## src/include/shaft_release_pkg.sv

```systemverilog
// Package: constants and carriers for the shaft release control block
package shaft_release_pkg;

   // ==========================================
   // Widths and reset values
   localparam int   POS_W            = 32;
   localparam logic FREE_RESET_VALUE = 1'b0;
   localparam logic FREE_NORMAL      = 1'b0;
   localparam logic FREE_SHAFT_FREE  = 1'b1;

   // ==========================================
   // Command sources of the setting
   typedef enum logic [1:0] {
      SRC_NONE,
      SRC_IMMEDIATE,
      SRC_SEQUENCE,
      SRC_FIELDBUS
   } cmd_src_e;

   // One command port, one per source
   typedef struct packed {
      logic wr;
      logic rd;
      logic val;
   } free_cmd_s;

   // Driver connector outputs
   typedef struct packed {
      logic current_off;
      logic brake_release;
   } drv_out_s;

endpackage

```

## src/hw/free_cmd_arbiter.sv

```systemverilog
// Arbiter that merges setting writes from three command sources
`timescale 1ns/100ps
module free_cmd_arbiter (
   // Command sources
   input  wire shaft_release_pkg::free_cmd_s imm_cmd,
   input  wire shaft_release_pkg::free_cmd_s seq_cmd,
   input  wire shaft_release_pkg::free_cmd_s bus_cmd,
   // Merged write
   output logic                              wr,
   output logic                              val,
   output shaft_release_pkg::cmd_src_e       src
);

   // ==========================================
   // Fixed priority: immediate over sequence over fieldbus
   always_comb begin
      wr  = 1'b0;
      val = shaft_release_pkg::FREE_NORMAL;
      src = shaft_release_pkg::SRC_NONE;
      if (imm_cmd.wr) begin
         wr  = 1'b1;
         val = imm_cmd.val;
         src = shaft_release_pkg::SRC_IMMEDIATE;
      end else if (seq_cmd.wr) begin
         wr  = 1'b1;
         val = seq_cmd.val;
         src = shaft_release_pkg::SRC_SEQUENCE;
      end else if (bus_cmd.wr) begin
         wr  = 1'b1;
         val = bus_cmd.val;
         src = shaft_release_pkg::SRC_FIELDBUS;
      end
   end

endmodule

```

## src/hw/brake_gate.sv

```systemverilog
// Brake release gating against loss of holding torque
`timescale 1ns/100ps
module brake_gate (
   // Inputs
   input  wire logic release_state,
   input  wire logic current_cutoff,
   input  wire logic alarm,
   // Output
   output logic      brake_release
);

   // ==========================================
   // Brake must close whenever torque is lost
   always_comb begin
      brake_release = release_state & ~current_cutoff & ~alarm;
   end

endmodule

```

## src/hw/motor_shaft_release_control.sv

```systemverilog
// Shaft release control: setting, release sources, driver and brake outputs
`timescale 1ns/100ps

// Operation
// - One-bit release setting, 0 normal, 1 shaft free, reset to 0.
// - Setting read and written by immediate, sequence and fieldbus commands.
// - Release state drives driver current-off, driver brake and I/O brake outputs.
// - Release also asserted by assigned I/O input or fieldbus remote bit.
// - A setting write acts regardless of input or remote bit states.
// - On release becoming 1, position command loads position feedback.
// - Release 1 asserts current-off output to a driver with that input.
// - Release 1 asserts driver brake-release output; current unaffected.
// - Brake release drops on current cutoff or alarm.
// - I/O brake output frees external brake while release is 1.
module motor_shaft_release_control #(
   parameter int POS_W = shaft_release_pkg::POS_W
) (
   // Clock and reset
   input  wire logic                         core_clk,
   input  wire logic                         srst,
   // Command sources
   input  wire shaft_release_pkg::free_cmd_s imm_cmd,
   input  wire shaft_release_pkg::free_cmd_s seq_cmd,
   input  wire shaft_release_pkg::free_cmd_s bus_cmd,
   // Release inputs
   input  wire logic                         release_input,
   input  wire logic                         release_input_assignment,
   input  wire logic                         remote_release_bit,
   // Driver and brake configuration
   input  wire logic                         drv_has_current_off,
   input  wire logic                         drv_has_brake_release,
   input  wire logic                         brake_release_output_assigned,
   // Torque status
   input  wire logic                         current_cutoff,
   input  wire logic                         alarm,
   // Position
   input  wire logic [POS_W-1:0]             position_feedback,
   input  wire logic                         pos_cmd_wr,
   input  wire logic [POS_W-1:0]             pos_cmd_wdata,
   // Readback
   output logic                              free_setting,
   output logic                              release_state,
   output logic                              rd_ack,
   output logic [POS_W-1:0]                  position_command,
   // Driver connector
   output shaft_release_pkg::drv_out_s       drv_out,
   // I/O connector
   output logic                              brake_release_output
);

   // ==========================================
   // State
   logic                          setting_reg;
   logic                          setting_next;
   logic                          state_reg;
   logic                          state_next;
   logic                          rd_ack_reg;
   logic                          rd_ack_next;
   logic [POS_W-1:0]              pos_cmd_reg;
   logic [POS_W-1:0]              pos_cmd_next;
   shaft_release_pkg::drv_out_s   drv_reg;
   shaft_release_pkg::drv_out_s   drv_next;
   logic                          io_brake_reg;
   logic                          io_brake_next;
   logic                          arb_wr;
   logic                          arb_val;
   shaft_release_pkg::cmd_src_e   arb_src;
   logic                          brake_ok;
   logic                          rise;

   // ==========================================
   // Command merge
   free_cmd_arbiter u_arb (
      .imm_cmd (imm_cmd),
      .seq_cmd (seq_cmd),
      .bus_cmd (bus_cmd),
      .wr      (arb_wr),
      .val     (arb_val),
      .src     (arb_src)
   );

   // Brake gating on torque loss
   brake_gate u_gate (
      .release_state  (state_next),
      .current_cutoff (current_cutoff),
      .alarm          (alarm),
      .brake_release  (brake_ok)
   );

   // ==========================================
   // Helpers
   // Mapped I/O pin counts toward release only while assigned
   function automatic logic io_release(input logic pin, input logic assigned);
      return pin & assigned;
   endfunction

   // Holding torque is gone on a current cutoff or an alarm
   function automatic logic torque_lost(input logic cutoff, input logic fault);
      return cutoff | fault;
   endfunction

   // ==========================================
   // Setting group
   // One-bit setting
   always_comb begin
      setting_next = setting_reg;
      if (arb_wr) begin
         setting_next = arb_val;
      end
      // Reads answer on any source; the data is free_setting itself
      rd_ack_next  = imm_cmd.rd | seq_cmd.rd | bus_cmd.rd;
   end

   // Setting registers
   always_ff @(posedge core_clk) begin
      if (srst) begin
         setting_reg <= shaft_release_pkg::FREE_RESET_VALUE;
         rd_ack_reg  <= 1'b0;
      end else begin
         setting_reg <= setting_next;
         rd_ack_reg  <= rd_ack_next;
      end
   end

   // ==========================================
   // Release group
   // I/O input and remote bit
   always_comb begin
      // The write enters through setting_next so it acts in the same cycle
      state_next = setting_next
                 | io_release(release_input, release_input_assignment)
                 | remote_release_bit;
      // Rise seen before the edge so the load lands with the new state
      rise       = state_next & ~state_reg;
   end

   // Release registers
   always_ff @(posedge core_clk) begin
      if (srst) begin
         state_reg <= shaft_release_pkg::FREE_RESET_VALUE;
      end else begin
         state_reg <= state_next;
      end
   end

   // ==========================================
   // Position command group
   // Feedback load on rise
   always_comb begin
      // Load wins over a host write, else a hand-taught position is lost
      if (rise) begin
         pos_cmd_next = position_feedback;
      end else if (pos_cmd_wr) begin
         pos_cmd_next = pos_cmd_wdata;
      end else begin
         pos_cmd_next = pos_cmd_reg;
      end
   end

   // Position command register
   always_ff @(posedge core_clk) begin
      if (srst) begin
         pos_cmd_reg <= '0;
      end else begin
         pos_cmd_reg <= pos_cmd_next;
      end
   end

   // ==========================================
   // Output group
   always_comb begin
      drv_next.current_off   = state_next & drv_has_current_off;
      drv_next.brake_release = brake_ok & drv_has_brake_release;
      io_brake_next          = brake_ok & brake_release_output_assigned;
   end

   // Output registers; current-off is not gated, an alarm already cuts current
   always_ff @(posedge core_clk) begin
      if (srst) begin
         drv_reg      <= '0;
         io_brake_reg <= 1'b0;
      end else begin
         drv_reg      <= drv_next;
         io_brake_reg <= io_brake_next;
      end
   end

   // Outputs straight from flops
   assign free_setting         = setting_reg;
   assign release_state        = state_reg;
   assign rd_ack               = rd_ack_reg;
   assign position_command     = pos_cmd_reg;
   assign drv_out              = drv_reg;
   assign brake_release_output = io_brake_reg;
endmodule

```

## config.mk

```make
export PLATFORM = sky130hd
export DESIGN_NAME = motor_shaft_release_control
export DESIGN_NICKNAME = d
export VERILOG_FILES = /design/src/include/shaft_release_pkg.sv /design/src/hw/free_cmd_arbiter.sv /design/src/hw/brake_gate.sv /design/src/hw/motor_shaft_release_control.sv
export SDC_FILE = /design/constraint.sdc
export NUM_CORES = 1
export LEC_CHECK = 0
export BUFFER_PORTS_ARGS = -buffer_cell sky130_fd_sc_hd__buf_2
export CORE_MARGIN = 1.5
export CORE_UTILIZATION = 26
export DETAILED_ROUTE_END_ITERATION = 12
export PLACE_DENSITY = 0.6
export REMOVE_ABC_BUFFERS = 1
export SETUP_SLACK_MARGIN = 0.02
export SLEW_MARGIN = 20
export SYNTH_ARGS = -nofsm -noshare
export SYNTH_HDL_FRONTEND = slang
export SYNTH_SLANG_ARGS = --single-unit
```

## constraint.sdc

```tcl
create_clock -name core_clk -period 4.2 [get_ports core_clk]
set_input_delay 0.21 -clock core_clk [delete_from_list [all_inputs] [get_ports core_clk]]
set_output_delay 0.21 -clock core_clk [all_outputs]
set_load 0.02 [all_outputs]
```

==> flow_summary.html <==
<table>
<tr><th>Metric</th><th>Value</th></tr>
<tr><th colspan="2">Clock tree</th></tr>
<tr><td>Post CTS Setup Buffer Count</td><td>0</td></tr>
<tr><td>CTS Hold Bufs</td><td>0</td></tr>
<tr><td>H-Tree Level Count</td><td>2</td></tr>
<tr><td>Resize count post-CTS</td><td>0</td></tr>
<tr><td>Reg clk slew, reported paths</td><td>0.07 ns</td></tr>
<tr><td>TritonCTS Buffers</td><td>5</td></tr>
<tr><td>Clock root buffer</td><td>sky130_fd_sc_hd__clkbuf_8</td></tr>
<tr><td>Sinks on the clock net</td><td>38</td></tr>
<tr><td>Clock tree from TritonCTS</td><td>built</td></tr>
<tr><td>Clock latency on the worst-skew pair</td><td>0.28 ns</td></tr>
<tr><td>Number of buffers on the longest clock path</td><td>2</td></tr>
<tr><th colspan="2">Global route</th></tr>
<tr><td>Via count of the first global-routing pass</td><td>1666</td></tr>
<tr><td>Pin count of the biggest net entering global routing</td><td>36</td></tr>
<tr><td>Global-route wire length before repair</td><td>7570 um</td></tr>
<tr><td>Total Routing Usage GR</td><td>12.2%</td></tr>
<tr><td>Number of antenna violations at the first check in global routing</td><td>0</td></tr>
<tr><td>Total gr overflow</td><td>0</td></tr>
<tr><th colspan="2">Critical path</th></tr>
<tr><td>Worst Setup End Kind</td><td>register</td></tr>
<tr><td>Required @ worst endpoint</td><td>4.31 ns</td></tr>
<tr><td>Cell family contributing the most delay on the critical path</td><td>simple AND/OR/NAND/NOR gates</td></tr>
<tr><td>Kind of launch point of the worst setup path</td><td>register</td></tr>
<tr><td>Highest fanout seen on the critical path</td><td>32</td></tr>
<tr><td>Slowest stage delay, CP</td><td>0.78 ns</td></tr>
<tr><td>Reg2reg setup slack</td><td>2.32 ns</td></tr>
<tr><td>Worst reg2reg path depth</td><td>4</td></tr>
<tr><td>Data arrival time of the worst path</td><td>1.99 ns</td></tr>
<tr><td>Crit path max-delay cell type</td><td>sky130_fd_sc_hd__nand2_2</td></tr>
<tr><td>Setup Crit Path Kind</td><td>register to register</td></tr>
<tr><td>List of cells traversed by the critical path</td><td>mux2i_1 &gt; a221o_1 &gt; nand2_2 &gt; a221oi_1</td></tr>
<tr><td>Launching instance or port of the critical path</td><td>free_setting</td></tr>
<tr><td>Worst flop-to-flop path startpoint</td><td>free_setting</td></tr>
<tr><td>Critical register-to-register path endpoint</td><td>position_command[9]</td></tr>
<tr><td>Critical path buffers and inverters</td><td>0</td></tr>
<tr><th colspan="2">Synth</th></tr>
<tr><td>Cell Area, Synth</td><td>1860 sq um</td></tr>
<tr><td>Post-synthesis cell count</td><td>168</td></tr>
<tr><td>Cell with the most instances after synthesis</td><td>sky130_fd_sc_hd__dfxtp_1</td></tr>
<tr><td>Most used DFF post-synth</td><td>sky130_fd_sc_hd__dfxtp_1</td></tr>
<tr><td>Synth async-reset ratio</td><td>0%</td></tr>
<tr><td>Top cells by count, synth</td><td>sky130_fd_sc_hd__dfxtp_1 (38), sky130_fd_sc_hd__nor2_1 (36), sky130_fd_sc_hd__mux2i_1 (33)</td></tr>
<tr><td>Unique cell type count in the Yosys netlist</td><td>17</td></tr>
<tr><td>Share of synthesized area occupied by flip-flops and latches</td><td>40.9%</td></tr>
<tr><td>Number of enable flip-flop cells after synthesis</td><td>0</td></tr>
<tr><td>Synthesis-stage register bit count</td><td>38</td></tr>
<tr><td>Average cell area after synthesis</td><td>11.1 sq um</td></tr>
<tr><td>Leading area contributor after synthesis</td><td>sky130_fd_sc_hd__dfxtp_1</td></tr>
<tr><td>Top post-synthesis cells by area</td><td>sky130_fd_sc_hd__dfxtp_1 (41%), sky130_fd_sc_hd__a221oi_2 (24%), sky130_fd_sc_hd__mux2i_1 (18%), sky130_fd_sc_hd__nor2_1 (7.3%), sky130_fd_sc_hd__clkbuf_1 (1.8%)</td></tr>
<tr><td>Top cell type's share of synthesized area</td><td>40.9%</td></tr>
<tr><td>Warnings, synthesis</td><td>0</td></tr>
<tr><th colspan="2">Layout</th></tr>
<tr><td>Growth of design area from synthesis to finish</td><td>38.5%</td></tr>
<tr><td>Count of inserted antenna diode cells</td><td>0</td></tr>
<tr><td>Fill cell count</td><td>739</td></tr>
<tr><td>Max FFs per register</td><td>32</td></tr>
<tr><td>Share of final-layout standard cells stronger than drive strength 1</td><td>57.0%</td></tr>
<tr><td>Net count, final</td><td>363</td></tr>
<tr><td>Total non-filler cell area in the finished layout</td><td>2570 sq um</td></tr>
<tr><th colspan="2">Place</th></tr>
<tr><td>Count of buffers inserted at the top-level ports</td><td>121</td></tr>
<tr><td>Area after detailed placement</td><td>2500 sq um</td></tr>
<tr><td>HPWL reported at the end of detailed placement</td><td>3250 um</td></tr>
<tr><td>RD Place Congestion</td><td>0.672</td></tr>
<tr><th colspan="2">Power</th></tr>
<tr><td>Internal power</td><td>612 uW</td></tr>
<tr><td>Reported net switching power</td><td>274 uW</td></tr>
<tr><td>Peak VDD IR</td><td>0.000171 V</td></tr>
<tr><td>Power density cells</td><td>344 nW/um^2</td></tr>
<tr><td>Clock network fraction of design power</td><td>26.1%</td></tr>
<tr><td>Logic pwr share</td><td>27.8%</td></tr>
<tr><td>PnR Total Power</td><td>886 uW</td></tr>
<tr><td>Leakage power of the design</td><td>1.27 nW</td></tr>
<tr><td>Switching part of the total</td><td>30.9%</td></tr>
<tr><td>Portion of total power attributed to sequential cells</td><td>46.1%</td></tr>
<tr><th colspan="2">Die</th></tr>
<tr><td>Core ar.</td><td>6870 sq um</td></tr>
<tr><td>Initial Util</td><td>27.0%</td></tr>
<tr><td>Row count</td><td>30</td></tr>
<tr><td>Area of the die</td><td>7660 sq um</td></tr>
<tr><td>Io pins</td><td>122</td></tr>
<tr><td>Die outline width</td><td>87.5 um</td></tr>
<tr><td>Die extent in y</td><td>87.5 um</td></tr>
<tr><th colspan="2">STA</th></tr>
<tr><td>Final total negative setup slack</td><td>0 ns</td></tr>
<tr><td>Clock period minus final worst setup slack</td><td>1.88 ns</td></tr>
<tr><td>Achievable frequency</td><td>0.532 GHz</td></tr>
<tr><td>Count of endpoints failing setup in the final report</td><td>0</td></tr>
<tr><td>Max-slew headroom</td><td>30.5%</td></tr>
<tr><td>Final cycle utilization of the critical path</td><td>44.7%</td></tr>
<tr><td>Final Slew Violations</td><td>0</td></tr>
<tr><td>Slew @ Worst Pin</td><td>1.04 ns</td></tr>
<tr><td>Hold Violations, Final</td><td>0</td></tr>
<tr><td>Setup repair after global routing missed its margin</td><td>false</td></tr>
<tr><td>Worst-case clock skew</td><td>0.00535 ns</td></tr>
<tr><th colspan="2">Hold path</th></tr>
<tr><td>Min-Delay Endpoint</td><td>drv_out[1]</td></tr>
<tr><td>Hold wc startpoint</td><td>drv_has_current_off</td></tr>
<tr><td>Worst Hold Depth</td><td>2</td></tr>
<tr><td>Min-delay worst type</td><td>primary input to register</td></tr>
<tr><th colspan="2">Detailed routing</th></tr>
<tr><td>Routed via count</td><td>1708</td></tr>
<tr><td>Ratio of routed vias to standard cells</td><td>4.55</td></tr>
<tr><td>Detail-routed net length per standard cell</td><td>12.4 um</td></tr>
<tr><td>Total detailed-routing wirelength</td><td>4640 um</td></tr>
<tr><td>DRC Markers</td><td>0</td></tr>
<tr><td>Starting DRC count in detailed routing</td><td>18</td></tr>
<tr><td>Count of nets left with antenna violations after detail routing</td><td>0</td></tr>
<tr><td>Number of optimization iterations in the first detailed-route pass</td><td>4</td></tr>
<tr><th colspan="2">Run status</th></tr>
<tr><td>Status</td><td>finished, final reports clean</td></tr>
<tr><th colspan="2">Flow run</th></tr>
<tr><td>Max cap viols</td><td>0</td></tr>
</table>
-- worst max path at each step --
stage	endpoint	slack, ns	depth (start not counted)
floorplan	position_command[8]	1.93	2
global placement	position_command[9]	2.31	5
detailed placement	position_command[8]	2.28	5
CTS	position_command[8]	2.31	4
global route	position_command[9]	2.19	4
finish	position_command[9]	2.32	4
-- placed cells by master, fill, tap and decap left out --
| master | instances |
|---|---|
| sky130_fd_sc_hd__and3_1 | 2 |
| sky130_fd_sc_hd__a21o_2 | 1 |
| sky130_fd_sc_hd__clkbuf_1 | 2 |
| sky130_fd_sc_hd__dfxtp_1 | 38 |
| sky130_fd_sc_hd__nor3_1 | 1 |
| sky130_fd_sc_hd__a221oi_1 | 2 |
| sky130_fd_sc_hd__a221o_1 | 1 |
| sky130_fd_sc_hd__inv_1 | 1 |
| sky130_fd_sc_hd__nor3b_1 | 1 |
| sky130_fd_sc_hd__mux2i_1 | 33 |
| sky130_fd_sc_hd__nor2_1 | 36 |
| sky130_fd_sc_hd__nand2_2 | 1 |
| sky130_fd_sc_hd__and2_1 | 1 |
| sky130_fd_sc_hd__clkbuf_8 | 5 |
| sky130_fd_sc_hd__buf_4 | 1 |
| sky130_fd_sc_hd__a221oi_2 | 30 |
| sky130_fd_sc_hd__a21oi_1 | 2 |
| sky130_fd_sc_hd__buf_2 | 121 |
-- layer usage --
metal / GRT usage [%] / vias to the layer above / routed length (um)
met1: 15.2 / 781 / 2120
met3: 3.58 / 2 / 343
met4: 3.03 / 0 / 19
met2: 20.8 / 76 / 2150
li1: - / 849 / -
met5: 0 / - / 0
-- per-stage QoR --
stage | utilization [%] | worst slack [ns] | std cells | hold WS [ns]
after floorplan | - | 1.93 | 150 | 0.276
after global placement | 36.4 | 2.31 | 368 | 0.409
after detailed placement | 36.4 | 2.28 | 368 | 0.419
after CTS | 37.5 | 2.31 | 375 | 0.110
after global routing | 37.5 | 2.19 | 375 | 0.124
final | 37.5 | 2.32 | 375 | 0.126
-- kinds of logic (layout without fill, tap and decap cells) --
family	Yosys count	in the layout	synth area share (%)
AO/OA/AOI/OAI	36	36	26.7
buffers and inverters	19	130	5.45
flip-flops	38	38	40.9
multiplexers	33	33	17.8
AND/OR/NAND/NOR	42	42	9.16
-- power by group through the flow --
stage                     Clock (mW)  Sequential [mW]  Combinational [mW]
after global routing           0.262            0.413               0.270
after global placement             0            0.417               0.247
after floorplan                    0            0.464              0.0975
after detailed placement           0            0.417               0.250
final                          0.231            0.409               0.246
after CTS                      0.247            0.409               0.250
-- area by class of cell --
cell class	count	area (sq um)	area share (%)
Sequential cell	38	761	29.6
Tap cell	96	120	4.67
Multi-Input combinational cell	111	1000	38.8
Inverter	1	3.75	0.146
Clock buffer	7	76.3	2.97
Timing Repair Buffer	122	613	23.8
Power figures use the tool's default switching activity.
